===== config.mk =====
export PLATFORM = sky130hd
export DESIGN_NAME = ilc_level_ctrl
export DESIGN_NICKNAME = d
export VERILOG_FILES = /design/src/logic/ilc_src_pick.v /design/src/logic/ilc_grp_pick.v /design/src/logic/ilc_level_ctrl.v
export VERILOG_INCLUDE_DIRS = /design/src /design/src/logic
export SDC_FILE = /design/constraint.sdc
export NUM_CORES = 1
export LEC_CHECK = 0
export BUFFER_PORTS_ARGS = -buffer_cell sky130_fd_sc_hd__buf_2
export CAP_MARGIN = 20
export CORE_UTILIZATION = 50
export CTS_CLUSTER_DIAMETER = 120
export DETAILED_ROUTE_END_ITERATION = 8
export PLACE_DENSITY = 0.79
export SETUP_SLACK_MARGIN = 0.05
export SLEW_MARGIN = 30
export SYNTH_ARGS = -nofsm -noshare
export SYNTH_HDL_FRONTEND = slang
export SYNTH_SLANG_ARGS = --single-unit

===== constraint.sdc =====
create_clock -name clk_sys -period 4.3 [get_ports clk_sys]
set_input_delay 0.86 -clock clk_sys [delete_from_list [all_inputs] [get_ports clk_sys]]
set_output_delay 0.86 -clock clk_sys [all_outputs]
set_load 0.01 [all_outputs]

===== src/logic/ilc_consts.vh =====
// Constants for the interrupt level control block: offsets, fields, resets and vectors.
`ifndef ILC_CONSTS_VH
`define ILC_CONSTS_VH

// ****************************************************************************
// Register locations in register set 1
// ****************************************************************************
`define ILC_ADDR_LEVEL_REQUEST   8'hdc
`define ILC_ADDR_LEVEL_MASK      8'hdd
`define ILC_ADDR_SYSTEM_MODE     8'hde
`define ILC_ADDR_LEVEL_PRIORITY  8'hff
`define ILC_BANK_LEVEL_PRIORITY  1'b0

// ****************************************************************************
// System mode fields
// ****************************************************************************
`define ILC_SYM_GIE_BIT          0
`define ILC_SYM_FIE_BIT          1
`define ILC_SYM_FLS_LSB          2
`define ILC_SYM_FLS_MSB          4
`define ILC_SYM_GIE_RESET        1'b0
`define ILC_SYM_FIE_RESET        1'b0
`define ILC_LEVEL_REQUEST_RESET  8'h00
`define ILC_RDATA_RESET          8'h00

// ****************************************************************************
// Level priority fields
// ****************************************************************************
`define ILC_PRI_PAIR_A_BIT       0
`define ILC_PRI_GRP_LO_BIT       1
`define ILC_PRI_B_FIRST_BIT      2
`define ILC_PRI_B_PAIR_BIT       3
`define ILC_PRI_GRP_MID_BIT      4
`define ILC_PRI_C_FIRST_BIT      5
`define ILC_PRI_C_PAIR_BIT       6
`define ILC_PRI_GRP_HI_BIT       7

// Group order codes on bits 7,4,1.
`define ILC_GO_B_C_A             3'b001
`define ILC_GO_A_B_C             3'b010
`define ILC_GO_B_A_C             3'b011
`define ILC_GO_C_A_B             3'b100
`define ILC_GO_C_B_A             3'b101
`define ILC_GO_A_C_B             3'b110

// ****************************************************************************
// Vector addresses, one per source, in source index order
// ****************************************************************************
`define ILC_VEC_S0               8'hf0
`define ILC_VEC_S1               8'hf2
`define ILC_VEC_S2               8'hf4
`define ILC_VEC_S3               8'hf6
`define ILC_VEC_S4               8'he0
`define ILC_VEC_S5               8'he2
`define ILC_VEC_S6               8'he4
`define ILC_VEC_S7               8'he6
`define ILC_VEC_S8               8'he8
`define ILC_VEC_S9               8'hea
`define ILC_VEC_S10              8'hec
`define ILC_VEC_S11              8'hee

`endif


===== src/logic/ilc_src_pick.v =====
// Fixed-order picker: lowest set index wins among the sources of one level.
module ilc_src_pick #(
   parameter N = 4
) (
   input  wire [N-1:0] act,     // Active sources, index 0 first
   output reg          valid,   // Any source active
   output reg  [1:0]   idx      // Index of the winning source
);

   integer i;

   // Scan from the top down so the lowest index is written last and wins.
   always @* begin
      valid = 1'b0;
      idx   = 2'd0;
      for (i = N - 1; i >= 0; i = i - 1) begin
         if (act[i]) begin
            valid = 1'b1;
            idx   = i[1:0];
         end
      end
   end

endmodule // ilc_src_pick


===== src/logic/ilc_grp_pick.v =====
// Group picker: one leading level against a subgroup pair, each order set by a bit.
module ilc_grp_pick (
   input  wire [2:0] act,        // Active levels: [0] leader, [1] and [2] the pair
   input  wire       pair_first, // 1: the pair outranks the leader
   input  wire       pair_swap,  // 1: entry 2 outranks entry 1 inside the pair
   output reg        valid,      // Any level of the group active
   output reg  [1:0] sel         // Winning entry 0..2
);

   reg       pv;
   reg [1:0] ps;

   // Resolve the pair first, then weigh it against the leader.
   always @* begin
      pv = act[1] | act[2];
      if (pair_swap) begin
         ps = act[2] ? 2'd2 : 2'd1;
      end else begin
         ps = act[1] ? 2'd1 : 2'd2;
      end
      valid = pv | act[0];
      if (act[0] && (!pv || !pair_first)) begin
         sel = 2'd0;
      end else begin
         sel = ps;
      end
   end

endmodule // ilc_grp_pick


===== src/logic/ilc_level_ctrl.v =====
// Interrupt level control: mask, priority, request and system mode registers.
`include "ilc_consts.vh"

module ilc_level_ctrl #(
   parameter NSRC = 12
) (
   input  wire            clk_sys,          // System clock, 20 MHz
   input  wire            reset,            // Synchronous reset, active high
   input  wire [7:0]      reg_addr,         // Register address within set 1
   input  wire            reg_bank,         // Bank select for banked locations
   input  wire            reg_wr,           // Register write strobe
   input  wire            reg_rd,           // Register read strobe
   input  wire [7:0]      reg_wdata,        // Register write data
   output reg  [7:0]      reg_rdata_q,      // Read data, one cycle after reg_rd
   output reg             reg_hit_q,        // Read hit a register of this block
   input  wire [NSRC-1:0] src_pend,         // Source pending flags, vector order
   input  wire [NSRC-1:0] src_en,           // Source enables from peripheral control
   input  wire            enable_interrupts_instr,  // Enable instruction executed
   input  wire            disable_interrupts_instr, // Disable instruction executed
   input  wire            interrupt_return_instr,   // Interrupt return executed
   input  wire            int_ack,          // CPU acknowledges the offered interrupt
   output reg             int_req_q,        // A serviceable interrupt is offered
   output reg  [2:0]      int_level_q,      // Level of the offered interrupt
   output reg  [3:0]      int_src_q,        // Source index of the offered interrupt
   output reg  [7:0]      int_vector_q,     // Vector address of the offered interrupt
   output reg             int_fast_q,       // Offered level uses fast processing
   output reg             global_int_enable_q // Global enable state
);

   // ************************************************************************
   // Register storage
   // ************************************************************************
   reg  [7:0] level_mask_q;       // No reset: contents undefined until written.
   reg  [7:0] level_priority_q;   // No reset: contents undefined until written.
   reg  [2:0] fast_level_select_q;
   reg        fast_int_enable_q;
   reg  [7:0] level_request_q;
   reg  [7:0] system_mode_rd;
   reg  [7:0] rdata_d;
   reg        hit_d;

   wire sel_mask = (reg_addr == `ILC_ADDR_LEVEL_MASK);
   wire sel_sym  = (reg_addr == `ILC_ADDR_SYSTEM_MODE);
   wire sel_req  = (reg_addr == `ILC_ADDR_LEVEL_REQUEST);
   wire sel_pri  = (reg_addr == `ILC_ADDR_LEVEL_PRIORITY) &&
                   (reg_bank == `ILC_BANK_LEVEL_PRIORITY);

   // Mask and priority registers carry no reset; software must load them.
   always @(posedge clk_sys) begin
      if (reg_wr && sel_mask) begin
         level_mask_q <= reg_wdata;
      end
      if (reg_wr && sel_pri) begin
         level_priority_q <= reg_wdata;
      end
      if (reg_wr && sel_sym) begin
         fast_level_select_q <= reg_wdata[`ILC_SYM_FLS_MSB:`ILC_SYM_FLS_LSB];
      end
   end

   // Fast enable: cleared by reset, otherwise a plain software bit.
   always @(posedge clk_sys) begin
      if (reset) begin
         fast_int_enable_q <= `ILC_SYM_FIE_RESET;
      end else if (reg_wr && sel_sym) begin
         fast_int_enable_q <= reg_wdata[`ILC_SYM_FIE_BIT];
      end
   end

   // Global enable. The hardware acknowledge outranks any software set in the
   // same cycle, so a grant can never leave the structure enabled by accident.
   always @(posedge clk_sys) begin
      if (reset) begin
         global_int_enable_q <= `ILC_SYM_GIE_RESET;
      end else if (int_ack && int_req_q) begin
         global_int_enable_q <= 1'b0;
      end else if (disable_interrupts_instr) begin
         global_int_enable_q <= 1'b0;
      end else if (enable_interrupts_instr || interrupt_return_instr) begin
         global_int_enable_q <= 1'b1;
      end else if (reg_wr && sel_sym) begin
         global_int_enable_q <= reg_wdata[`ILC_SYM_GIE_BIT];
      end
   end

   // ************************************************************************
   // Level requests
   // ************************************************************************
   // Source order: 0,1 -> level 0; 2..7 -> levels 1..6; 8..11 -> level 7.
   wire [NSRC-1:0] src_act = src_pend & src_en;
   wire [7:0] lvl_pend = {|src_pend[11:8], src_pend[7:2], |src_pend[1:0]};
   wire [7:0] lvl_srv  = {|src_act[11:8], src_act[7:2], |src_act[1:0]};
   wire [7:0] lvl_act  = lvl_srv & level_mask_q;

   // The request flags follow level requests, visible even while disabled.
   always @(posedge clk_sys) begin
      if (reset) begin
         level_request_q <= `ILC_LEVEL_REQUEST_RESET;
      end else begin
         level_request_q <= lvl_pend;
      end
   end

   // ************************************************************************
   // Register read path
   // ************************************************************************
   // Bits 7..5 of system mode are not held here and read as zero.
   always @* begin
      system_mode_rd = {3'b000, fast_level_select_q, fast_int_enable_q,
                        global_int_enable_q};
      rdata_d = 8'h00;
      hit_d   = 1'b1;
      if (sel_mask) begin
         rdata_d = level_mask_q;
      end else if (sel_sym) begin
         rdata_d = system_mode_rd;
      end else if (sel_req) begin
         rdata_d = level_request_q;
      end else if (sel_pri) begin
         rdata_d = level_priority_q;
      end else begin
         hit_d = 1'b0;
      end
   end

   // Read data is captured on the strobe and held until the next read.
   always @(posedge clk_sys) begin
      if (reset) begin
         reg_rdata_q <= `ILC_RDATA_RESET;
         reg_hit_q   <= 1'b0;
      end else if (reg_rd) begin
         reg_rdata_q <= rdata_d;
         reg_hit_q   <= hit_d;
      end
   end

   // ************************************************************************
   // Group arbitration
   // ************************************************************************
   wire       ga_v;
   wire       gb_v;
   wire       gc_v;
   wire [1:0] ga_s;
   wire [1:0] gb_s;
   wire [1:0] gc_s;

   // Group A has no leader; only the pair order bit matters.
   ilc_grp_pick u_grp_a (
      .act        ({lvl_act[1], lvl_act[0], 1'b0}),
      .pair_first (1'b1),
      .pair_swap  (level_priority_q[`ILC_PRI_PAIR_A_BIT]),
      .valid      (ga_v),
      .sel        (ga_s)
   );

   ilc_grp_pick u_grp_b (
      .act        (lvl_act[4:2]),
      .pair_first (level_priority_q[`ILC_PRI_B_FIRST_BIT]),
      .pair_swap  (level_priority_q[`ILC_PRI_B_PAIR_BIT]),
      .valid      (gb_v),
      .sel        (gb_s)
   );

   ilc_grp_pick u_grp_c (
      .act        (lvl_act[7:5]),
      .pair_first (level_priority_q[`ILC_PRI_C_FIRST_BIT]),
      .pair_swap  (level_priority_q[`ILC_PRI_C_PAIR_BIT]),
      .valid      (gc_v),
      .sel        (gc_s)
   );

   wire [2:0] ga_lvl = {1'b0, ga_s} - 3'd1;
   wire [2:0] gb_lvl = {1'b0, gb_s} + 3'd2;
   wire [2:0] gc_lvl = {1'b0, gc_s} + 3'd5;
   wire [2:0] grp_code = {level_priority_q[`ILC_PRI_GRP_HI_BIT],
                          level_priority_q[`ILC_PRI_GRP_MID_BIT],
                          level_priority_q[`ILC_PRI_GRP_LO_BIT]};

   reg [1:0] rank0;   // Group ids: 0 = A, 1 = B, 2 = C.
   reg [1:0] rank1;
   reg [1:0] rank2;
   reg       win_v;
   reg [2:0] win_lvl;
   reg [2:0] gv;
   reg [8:0] glv;
   reg [1:0] pick;

   // Map the order code to a ranked list of groups. The two unused codes fall
   // back to A, B, C so an unprogrammed register still arbitrates cleanly.
   always @* begin
      case (grp_code)
         `ILC_GO_B_C_A: begin rank0 = 2'd1; rank1 = 2'd2; rank2 = 2'd0; end
         `ILC_GO_C_B_A: begin rank0 = 2'd2; rank1 = 2'd1; rank2 = 2'd0; end
         `ILC_GO_A_B_C: begin rank0 = 2'd0; rank1 = 2'd1; rank2 = 2'd2; end
         `ILC_GO_B_A_C: begin rank0 = 2'd1; rank1 = 2'd0; rank2 = 2'd2; end
         `ILC_GO_C_A_B: begin rank0 = 2'd2; rank1 = 2'd0; rank2 = 2'd1; end
         `ILC_GO_A_C_B: begin rank0 = 2'd0; rank1 = 2'd2; rank2 = 2'd1; end
         default:       begin rank0 = 2'd0; rank1 = 2'd1; rank2 = 2'd2; end
      endcase
   end

   // First valid group in rank order supplies the single winning level.
   always @* begin
      gv  = {gc_v, gb_v, ga_v};
      glv = {gc_lvl, gb_lvl, ga_lvl};
      if (gv[rank0]) begin
         pick = rank0;
      end else if (gv[rank1]) begin
         pick = rank1;
      end else begin
         pick = rank2;
      end
      win_v = |gv;
      case (pick)
         2'd0:    win_lvl = glv[2:0];
         2'd1:    win_lvl = glv[5:3];
         default: win_lvl = glv[8:6];
      endcase
   end

   // ************************************************************************
   // Source selection within the winning level
   // ************************************************************************
   wire [1:0] l0_idx;
   wire [1:0] l7_idx;

   ilc_src_pick #(.N(2)) u_src_l0 (
      .act   (src_act[1:0]),
      .valid (),
      .idx   (l0_idx)
   );

   ilc_src_pick #(.N(4)) u_src_l7 (
      .act   (src_act[11:8]),
      .valid (),
      .idx   (l7_idx)
   );

   reg [3:0] win_src;
   reg [7:0] win_vec;

   // Lower source index means lower vector address inside a shared level.
   always @* begin
      case (win_lvl)
         3'd0:    win_src = {3'b000, l0_idx[0]};
         3'd7:    win_src = {2'b10, l7_idx};
         default: win_src = {1'b0, win_lvl} + 4'd1;
      endcase
      case (win_src)
         4'd0:    win_vec = `ILC_VEC_S0;
         4'd1:    win_vec = `ILC_VEC_S1;
         4'd2:    win_vec = `ILC_VEC_S2;
         4'd3:    win_vec = `ILC_VEC_S3;
         4'd4:    win_vec = `ILC_VEC_S4;
         4'd5:    win_vec = `ILC_VEC_S5;
         4'd6:    win_vec = `ILC_VEC_S6;
         4'd7:    win_vec = `ILC_VEC_S7;
         4'd8:    win_vec = `ILC_VEC_S8;
         4'd9:    win_vec = `ILC_VEC_S9;
         4'd10:   win_vec = `ILC_VEC_S10;
         default: win_vec = `ILC_VEC_S11;
      endcase
   end

   // ************************************************************************
   // Offered interrupt
   // ************************************************************************
   // No offer is loaded while globally disabled, and the offer drops in the
   // cycle after an acknowledge because the acknowledge itself blocks the load at that edge.
   always @(posedge clk_sys) begin
      if (reset) begin
         int_req_q    <= 1'b0;
         int_level_q  <= 3'd0;
         int_src_q    <= 4'd0;
         int_vector_q <= 8'h00;
         int_fast_q   <= 1'b0;
      end else if (global_int_enable_q && !(int_ack && int_req_q) && win_v) begin
         int_req_q    <= 1'b1;
         int_level_q  <= win_lvl;
         int_src_q    <= win_src;
         int_vector_q <= win_vec;
         int_fast_q   <= fast_int_enable_q &&
                         (fast_level_select_q == win_lvl);
      end else begin
         int_req_q    <= 1'b0;
         int_level_q  <= 3'd0;
         int_src_q    <= 4'd0;
         int_vector_q <= 8'h00;
         int_fast_q   <= 1'b0;
      end
   end

endmodule // ilc_level_ctrl


## Word level (Yosys, flattened, before mapping)

Memory sizes are Yosys's and may differ from the RTL's. A register that Yosys moved wholly into a read port is not among the register bits.
Cells that the tools add are included.

| word-level totals | value |
|---|---|
| input bits | 49 |
| flip-flop bits (word level) | 55 |
| memories kept | 1 |
| ROM bits | 64 |

Memory list:

| memory | depth | bits a word | read ports | clocked after Yosys merged registers in | wr ports | RTL line | source |
|---|---|---|---|---|---|---|---|
| (no name shown) | 16 | 4 | 1 | 1 | 0 | ilc_level_ctrl.v:249 | `case (win_src)` |

| cells by class | value |
|---|---|
| magnitude comparators | 2 |
| equality and inequality tests | 12 |
| muxes and demuxes | 39 |
| add/sub/neg operators | 4 |
| bitwise logic cells | 9 |
| reduce and logical (&&, ||, !) cells | 34 |

Operator list:

| operator | count |
|---|---|
| $mux W2 | 17 |
| $eq A8 B8 Y1 const B | 4 |
| $mux W8 | 4 |
| $reduce_or A2 Y1 | 9 |
| $and A12 B12 Y12 | 1 |
| $eq A3 B3 Y1 const B | 4 |
| $pmux W2 S2 | 3 |
| $mux W1 | 11 |
| $logic_and A1 B1 Y1 | 10 |
| $and A8 B8 Y8 | 1 |
| $pmux W4 S2 | 1 |
| $reduce_or A4 Y1 | 2 |
| $lt A2 B3 Y1 const B | 2 |
| $pmux W3 S2 | 1 |
| $reduce_or A3 Y1 | 2 |
| $logic_not A1 Y1 | 5 |
| $or A1 B1 Y1 | 5 |
| $add A3 B1 Y4 const B | 1 |
| $bmux W1 S2 | 2 |
| $add A2 B2 Y3 const B | 1 |
| $add A2 B3 Y3 const B | 1 |
| $eq A3 B1 Y1 const B | 1 |
| $eq A3 B2 Y1 const B | 1 |
| $eq A3 B3 Y1 | 1 |
| other kinds (7) | 10 |

## Longest topological paths before layout

Gate-level depths: netlist of the first run.

| depth | value |
|---|---|
| depth after elaboration | 13 |
| depth in mapped cells | 13 |
| gate-level depth less buffers | 13 |

## Cells and area by module

From an unflattened synthesis of the first run, not the netlist that was laid out.

| second synthesis, totals | value |
|---|---|
| cell total of the unflattened synthesis | 253 |
| area, all modules | 2496.1 µm² |

By module, submodules not included:

| module | cells an instance | times used | area each (µm²) | seq. area each (µm²) |
|---|---|---|---|---|
| ilc_level_ctrl | 218 | 1 | 2273.4 | 1211.2 |
| ilc_grp_pick | 8 | 3 | 53.8 | 0.0 |
| ilc_src_pick (u_src_l7) | 7 | 1 | 35.0 | 0.0 |
| ilc_src_pick (u_src_l0) | 4 | 1 | 26.3 | 0.0 |

## Least setup slack after synthesis of the first run

No wires, ideal clock.

| timing path | value |
|---|---|
| path kind | in2reg |
| start | input port src_en[10] |
| end | register int_vector_q[2] |
| arrival | 3.129 ns |
| buffers on the path | 0 |
| slack | 1.027 ns |
| stages on the path | 11 |
| setup time | 0.144 ns |
| path through | a22oi_2 > a31oi_2 > or2_2 > o2bb2ai_1 > or3_4 > nand3_4 > inv_1 > ha_1 > mux2i_2 > mux2i_1 > o22ai_1 |

| on the way | value |
|---|---|
| longest elaborated chain between the ends | 13 |

RTL lines:

| element | RTL line | source |
|---|---|---|
| from (decl) | ilc_level_ctrl.v:17 | `input wire [NSRC-1:0] src_en,` |
| $and A12 B12 Y12 (*) | ilc_level_ctrl.v:90 | `wire [NSRC-1:0] src_act = src_pend & src_en;` |
| $reduce_or A4 Y1 (*) | ilc_level_ctrl.v:92 | `wire [7:0] lvl_srv = {\|src_act[11:8], src_act[7:2], \|src_act[1:0]};` |
| $and A8 B8 Y8 (*) | ilc_level_ctrl.v:93 | `wire [7:0] lvl_act = lvl_srv & level_mask_q;` |
| $or A1 B1 Y1 | ilc_grp_pick.v:15 | `pv = act[1] \| act[2];` |
| $or A1 B1 Y1 | ilc_grp_pick.v:21 | `valid = pv \| act[0];` |
| $bmux W1 S2 | ilc_level_ctrl.v:208 | `end else if (gv[rank1]) begin` |
| $mux W1 (implied by the code) | ilc_level_ctrl.v:208 |  |
| $mux W2 | ilc_level_ctrl.v:208 |  |
| $mux W2 | ilc_level_ctrl.v:206 | `if (gv[rank0]) begin` |
| $eq A2 B1 Y1 or $logic_not A2 Y1 (tied branches) | ilc_level_ctrl.v:214 | `case (pick)` |
| $pmux W3 S2 (*) | ilc_level_ctrl.v:214 |  |
| named net win_lvl[0] | ilc_level_ctrl.v:183 | `reg [2:0] win_lvl;` |
| $add A3 B1 Y4, or another cell as far along | ilc_level_ctrl.v:247 | `default: win_src = {1'b0, win_lvl} + 4'd1;` |
| $pmux W4 S2 (*) | ilc_level_ctrl.v:244 | `case (win_lvl)` |
| to (decl) | ilc_level_ctrl.v:25 | `output reg [7:0] int_vector_q,` |

Mark *: on every way through the listed nets, which the timed path passes. The rest lies on a longest branch. The select of a mux whose other input is x is not followed.
A chain may end at the register's enable or synchronous reset.

## Worst setup path after layout of the first run

Same ends and word-level chain as after synthesis.

==> results.yml, run 1 <==
timing:
  finalHoldViolCount: 0
  finalSetupViolCount: 0
  slew_headroom: 0.594
  slew_viol_final: 0
  fin_crit_sh: 0.794
  period_needed_ns: 3.42
  fin_setup_tns_ns: 0
  finalWorstSetupSlack_ns: 0.884
  max_freq_mhz: 293
  rsz0062_at_grt: "no"
  worst_pin_slew_ns: 0.609
  final.setup_skew_ns: 0.00904
yosys:
  synth_area_leaders: "dfxtp_1 28%, edfxtp_1 25%, nand2_1 3.1%"
  synth_nets: 273
  async_flop_share: 0
  yosys_most_used_dff: "dfxtp_1"
  yosys-top-cells-count: "32 x dfxtp_1, 19 x edfxtp_1, 19 x nand2_1, 19 x nor2_1"
  post-synth-top-area-cell: "dfxtp_1"
  netlist.area_leader.share: 0.276
  synth_seq_area_share: 0.522
  postSynthRegisterBits: 51
  ys_types: 56
  yosysWarnings: 0
  syn_area_per_cell_sq_um: 10.5
  synthCells: 220
  syn_area_sq_um: 2320
  yosysMostFrequentCell: "dfxtp_1"
  synth_edf_count: 19
critical_path:
  crit_required_ns: 4.49
  r2r_start: "level_mask_q[6]$_DFFE_PP_"
  arrival_ns: 3.61
  critical_path.max_fanout: 7
  reg2reg_to: "int_vector_q[2]$_SDFF_PP0_"
  crit_path_cell_trace: "buf_2 -> a22oi_2 -> a31oi_2 -> a211oi_1 -> ha_1 -> a22oi_1 -> inv_1 -> ha_1 -> mux2i_2 -> mux2i_1 -> o22ai_1"
  critPathMaxStageDelay_ns: 0.52
  r2r_slack_ns: 1.21
  crit_path_start_kind: "primary input"
  cp_slowest_cell: "a22oi_1"
  ff2ff_path_depth: 10
  crit_top_cell: "ha_1"
  path_class: "in2reg"
  end_kind: "flop"
drt:
  drt_wl_total_um: 5340
  vias_per_cell: 5.63
  wl_per_cell_um: 15.3
  drtAntennaViolNets: 0
  drtPass1Iterations: 4
  drc_errors: 0
  drt_iter0_markers: 221
  vias: 1958
grt:
  grt_max_degree: 20
  grt_pass1_wl_um: 8740
  overflow: 0
  grt_pass1_vias: 1813
  grt_use_total: 0.234
  antenna_found_initial: 0
worst_hold_path:
  hp-start: "reg_rdata_q[1]$_SDFFE_PP0P_"
  holdPathStages: 2
  whs_endpoint: "reg_rdata_q[1]$_SDFFE_PP0P_"
  hp-class: "reg2reg"
die:
  fp.dieArea_sq_um: 4910
  die_h_um: 70.1
  chipWidth_um: 70.1
  initial_core_util: 0.525
  core_area_sq_um: 4410
  fp-row-count: 24
  ioPinCount: 76
cts:
  clockBufferDepth: 2
  cts_resized: 0
  htree_levels: 2
  numCtsBuffers: 5
  cts.clk_slew.worst_paths_ns: 0.09
  cts_hold_buffers: 0
  clk_latency_ns: 0.31
  cts_root_buffer: "clkbuf_8"
  cts.sinks: 51
  cts_setup_buffers: 0
  cts_tree: "built"
placement:
  dp_slack_ns: 0.631
  gp_congestion: 0.936
  port_buffers: 74
  place_hpwl_um: 4150
cells_and_area:
  drive_gt1_frac: 0.351
  fillerInstances: 380
  antenna_cells: 0
  layout.nets: 348
  area_growth_pct: 21.9
status:
  status: "finished, final reports clean"
power:
  ir_worst_vdd_mv: 0.237
  leakage_nw: 1.21
  power-per-cell-area_nw_per_um2: 320
flow_run:
  maxCapViolations: 0
-- state kept, by name (all words and copies together) (netlist names), 3 cells and up --
| signal | cells |
|---|---|
| int_src_q | 4 |
| level_mask_q | 8 |
| reg_rdata_q | 8 |
| int_vector_q | 4 |
| level_priority_q | 8 |
| fast_level_select_q | 3 |
| level_request_q | 8 |
| int_level_q | 3 |
-- area by class of cell --
class / count / area (sq um) / area share
Inverter: 13 / 48.8 / 0.0173
Timing Repair Buffer: 78 / 400 / 0.142
Sequential cell: 51 / 1210 / 0.429
Clock buffer: 5 / 68.8 / 0.0244
Tap cell: 52 / 65.1 / 0.0230
Multi-Input combinational cell: 146 / 1010 / 0.356
Clock inverter: 3 / 25.0 / 0.00886
-- worst max path at each step --
| stage | from | end | slack [ns] | depth (start not counted) |
|---|---|---|---|---|
| floorplan | src_en[10] | int_vector_q[2]$_SDFF_PP0_ | 1.03 | 11 |
| global placement | src_en[10] | int_vector_q[2]$_SDFF_PP0_ | 0.75 | 11 |
| detailed placement | src_en[10] | int_vector_q[2]$_SDFF_PP0_ | 0.63 | 11 |
| CTS | src_en[10] | int_vector_q[2]$_SDFF_PP0_ | 0.95 | 11 |
| global route | src_en[10] | int_vector_q[2]$_SDFF_PP0_ | 0.64 | 11 |
| finish | src_en[10] | int_vector_q[2]$_SDFF_PP0_ | 0.88 | 11 |
-- per-stage QoR --
stage               instances  total power (W)  utilization  hold WS, ns  area [sq um]
floorplan                 220         0.000591            -        0.440          2320
finish                    348         0.000903        0.640        0.490          2830
detailed placement        340         0.000637        0.619        0.479          2730
CTS                       348         0.000908        0.640        0.492          2830
global route              348         0.000938        0.640        0.518          2830
global placement          340         0.000633        0.619        0.472          2730
-- kinds of logic (layout without fill, tap and decap cells) --
logic type / Yosys count / count (layout) / share of synthesized area
simple gates: 87 / 87 / 0.200
flops: 51 / 51 / 0.522
compound gates: 48 / 48 / 0.185
buf+inv: 23 / 99 / 0.0437
fa+ha+maj: 4 / 4 / 0.0216
xor+xnor: 3 / 3 / 0.0113
mux: 3 / 3 / 0.0151
other cells: 1 / 1 / 0.00162
-- per-layer routing --
layer,GRT usage,vias to the layer above,share of wire
met5,0,-,0
met2,0.374,69,0.48
li1,-,969,-
met1,0.319,916,0.45
met3,0.0491,4,0.063
met4,0.0711,0,0.0090
-- worst max-delay path, delay by kind of cell --
| kind | cells | cell delay (ns) |
|---|---|---|
| AO/OA/AOI/OAI | 5 | 1.39 |
| adder cells (fa/ha/maj) | 2 | 0.54 |
| multiplexers | 2 | 0.61 |
| buffers and inverters | 2 | 0.22 |
-- power breakdown --
| part | switching [W] | internal (W) | total, W |
|---|---|---|---|
| Combinational | 0.0000604 | 0.0000489 | 0.000109 |
| Clock | 0.000161 | 0.000116 | 0.000277 |
| Sequential | 0.00000523 | 0.000512 | 0.000517 |
| Total | 0.000226 | 0.000677 | 0.000903 |
-- cell usage in the layout (no fill, tap or decap), types with 2 or more instances in the layout --
| cell type | n |
|---|---|
| a22oi_1 | 4 |
| nand2_1 | 19 |
| ha_1 | 4 |
| or2b_1 | 2 |
| and2_1 | 3 |
| a311oi_1 | 8 |
| nor2b_1 | 6 |
| a211oi_1 | 3 |
| buf_4 | 4 |
| nand4_1 | 3 |
| clkinv_4 | 2 |
| o211ai_1 | 3 |
| a21oi_1 | 7 |
| dfxtp_1 | 32 |
| buf_2 | 74 |
| a222oi_1 | 5 |
| inv_1 | 13 |
| nor3_1 | 6 |
| nand3_1 | 13 |
| edfxtp_1 | 19 |
| clkbuf_8 | 5 |
| or4_4 | 2 |
| xnor2_1 | 2 |
| nand2b_1 | 2 |
| nor2_1 | 19 |
| or2_2 | 2 |
| nor4_1 | 2 |
| a22oi_2 | 2 |
(Power assumes the default switching activity.)
==> run 2, diff against run 1 <==
ABC_AREA = 1   (was default)
CORE_UTILIZATION = 46   (was 50)
PLACE_DENSITY = 0.75   (was 0.79)
clock period = 2.84 ns   (was 4.3 ns; I/O delays follow)
==> results.yml, run 2 <==
power:
  power-per-cell-area_nw_per_um2: 469
  leakage_nw: 1.55
  ir_worst_vdd_mv: 0.285
timing:
  fin_setup_tns_ns: 0
  period_needed_ns: 2.55
  final.setup_skew_ns: 0.00669
  finalHoldViolCount: 0
  rsz0062_at_grt: "no"
  fin_crit_sh: 0.897
  finalWorstSetupSlack_ns: 0.293
  max_freq_mhz: 393
  worst_pin_slew_ns: 0.561
  slew_viol_final: 0
  slew_headroom: 0.623
  finalSetupViolCount: 0
yosys:
  async_flop_share: 0
  syn_area_sq_um: 2570
  synth_xor_area_frac: 0.00341
  yosysWarnings: 0
  post-synth-top-area-cell: "dfxtp_1"
  synth-simple-area-share: 0.336
  synth_nets: 370
  yosys_most_used_dff: "dfxtp_1"
  synthCells: 317
  synth_edf_count: 19
  synth_seq_area_share: 0.471
  yosys.area_share.adder: 0.0195
  synth_top_family_by_area: "simple AND/OR/NAND/NOR gates"
  ys_types: 34
  postSynthRegisterBits: 51
  yosysMostFrequentCell: "nand2_1"
  synth_area_leaders: "dfxtp_1 25%, edfxtp_1 22%, nand2_1 11%"
  syn_area_per_cell_sq_um: 8.11
  yosys-top-cells-count: "75 x nand2_1, 38 x inv_1, 32 x dfxtp_1, 32 x nor2_1, 28 x nand3_1"
  synthMuxAreaShare: 0
  synth-compound-area-share: 0.0900
  netlist.area_leader.share: 0.249
placement:
  port_buffers: 74
  place_hpwl_um: 5010
  dp_slack_ns: 0.0435
  gp_congestion: 0.879
  dp_cells: 460
drt:
  drc_errors: 0
  drtPass1Iterations: 5
  wl_per_cell_um: 13.7
  drt_wl_total_um: 6400
  drtAntennaViolNets: 0
  drt_iter0_markers: 152
  vias: 2447
  vias_per_cell: 5.22
critical_path:
  r2r_start: "level_priority_q[7]$_DFFE_PP_"
  critical_path.max_fanout: 5
  crit_family: "simple AND/OR/NAND/NOR gates"
  reg2reg_to: "int_src_q[0]$_SDFF_PP0_"
  crit_path_cell_trace: "nand2_2 -> inv_2 -> nor2_1 -> inv_1 -> nand2_1 -> nand3b_2 -> nand2_2 -> nand2_1 -> nand3_2 -> nand3_1 -> nand3_2 -> nand2_2 -> inv_2 -> ha_2 -> ha_2 -> nand2_1 -> a21oi_1 -> nand3_1 -> nand3_1 -> nand2_1 -> inv_1"
  ff2ff_path_depth: 21
  crit_top_cell: "nand2_1"
  end_kind: "flop"
  cp_slowest_cell: "edfxtp_1"
  path_buf_inv: 4
  crit_required_ns: 3.10
  r2r_slack_ns: 0.29
  crit_path_start_kind: "flop"
  critPathMaxStageDelay_ns: 0.47
  path_class: "reg2reg"
  arrival_ns: 2.81
die:
  fp.dieArea_sq_um: 5890
  fp-row-count: 26
  ioPinCount: 76
  chipWidth_um: 76.8
  die_h_um: 76.8
  initial_core_util: 0.491
  core_area_sq_um: 5240
cells_and_area:
  stdcell_count: 469
  final_cell_mix: "75 x nand2_1, 74 x buf_2, 38 x inv_1"
  drive_gt1_frac: 0.318
  layout.nets: 451
  mostFrequentLayoutCell: "nand2_1"
  antenna_cells: 0
  area_growth_pct: 23.2
grt:
  grt_use_total: 0.233
  grt_pass1_vias: 2315
  overflow: 0
  grt_pass1_wl_um: 10600
  grt_max_degree: 18
  antenna_found_initial: 0
cts:
  cts_hold_buffers: 0
  numCtsBuffers: 5
  cts_tree: "built"
  clk_latency_ns: 0.31
  cts_root_buffer: "clkbuf_8"
  cts.sinks: 51
  htree_levels: 2
  clockBufferDepth: 2
  cts.clk_slew.worst_paths_ns: 0.09
status:
  status: "finished, final reports clean"
worst_hold_path:
  hp-class: "in2reg"
  hp-start: "reg_wdata[5]"
  holdPathStages: 1
  whs_endpoint: "level_mask_q[5]$_DFFE_PP_"
flow_run:
  maxCapViolations: 0
==> run 2: cell families after synthesis <==
family / count (synthesis)
buffers and inverters: 50
other: 1
AND/OR/NAND/NOR: 173
adder cells (fa/ha/maj): 4
AO/OA/AOI/OAI: 37
XOR/XNOR: 1
flip-flops: 51
==> run 2: worst max-delay path by stage <==
stage | start | to | depth (start not counted)
CTS | level_mask_q[4]$_DFFE_PP_ | int_vector_q[1]$_SDFF_PP0_ | 20
floorplan | src_pend[8] | int_vector_q[1]$_SDFF_PP0_ | 20
detailed placement | src_pend[8] | int_vector_q[1]$_SDFF_PP0_ | 19
finish | level_priority_q[7]$_DFFE_PP_ | int_src_q[0]$_SDFF_PP0_ | 21
global route | level_priority_q[7]$_DFFE_PP_ | int_src_q[0]$_SDFF_PP0_ | 21
global placement | src_pend[8] | int_vector_q[1]$_SDFF_PP0_ | 19
==> run 2: layout make-up <==
type / instances / area [sq um]
repair buffers: 81 / 423
flip-flops and latches: 51 / 1210
clock inverters: 2 / 38.8
clock buffers: 6 / 72.6
fillers: 468 / 2070
well taps: 70 / 87.6
multi-input cells: 216 / 1170
inverters: 43 / 161
==> run 2: layer usage <==
metal,track usage,wire [um],part of all wire
met1,0.296,2680,0.42
met2,0.374,2980,0.47
met3,0.0536,547,0.085
met4,0.108,202,0.032
met5,0,0,0
==> run 2: per-stage QoR <==
step	power [W]	utilization	cell area [sq um]	hold WS (ns)
floorplan	0.000911	-	2570	0.459
global placement	0.000979	0.579	3030	0.450
detailed placement	0.000982	0.579	3030	0.457
CTS	0.00149	0.600	3140	0.433
global route	0.00155	0.605	3170	0.432
finish	0.00148	0.605	3170	0.438
==> run 2: what timing repair did <==
| item | in CTS | in global routing |
|---|---|---|
| buffers inserted | 0 | 1 |
| gates resized for setup | 0 | 5 |
| setup endpoints to repair | 0 | 2 |
==> run 2: worst register-to-register path: stages, from the launching register on <==
cell	delay, ns
edfxtp_1	0.47
nand2_2	0.14
inv_2	0.04
nor2_1	0.12
inv_1	0.07
nand2_1	0.10
nand3b_2	0.09
nand2_2	0.09
nand2_1	0.07
nand3_2	0.10
nand3_1	0.10
nand3_2	0.08
nand2_2	0.09
inv_2	0.07
ha_2	0.18
ha_2	0.18
nand2_1	0.05
a21oi_1	0.12
nand3_1	0.10
nand3_1	0.09
nand2_1	0.06
inv_1	0.07
==> run 2: power by group <==
part / total [W] / internal (W) / leakage [nW] / switching, W
Sequential: 0.000777 / 0.000771 / 0.432 / 0.00000534
Combinational: 0.000191 / 0.0000760 / 1.06 / 0.000115
Clock: 0.000516 / 0.000266 / 0.0558 / 0.000250
Total: 0.00148 / 0.00111 / 1.55 / 0.000371
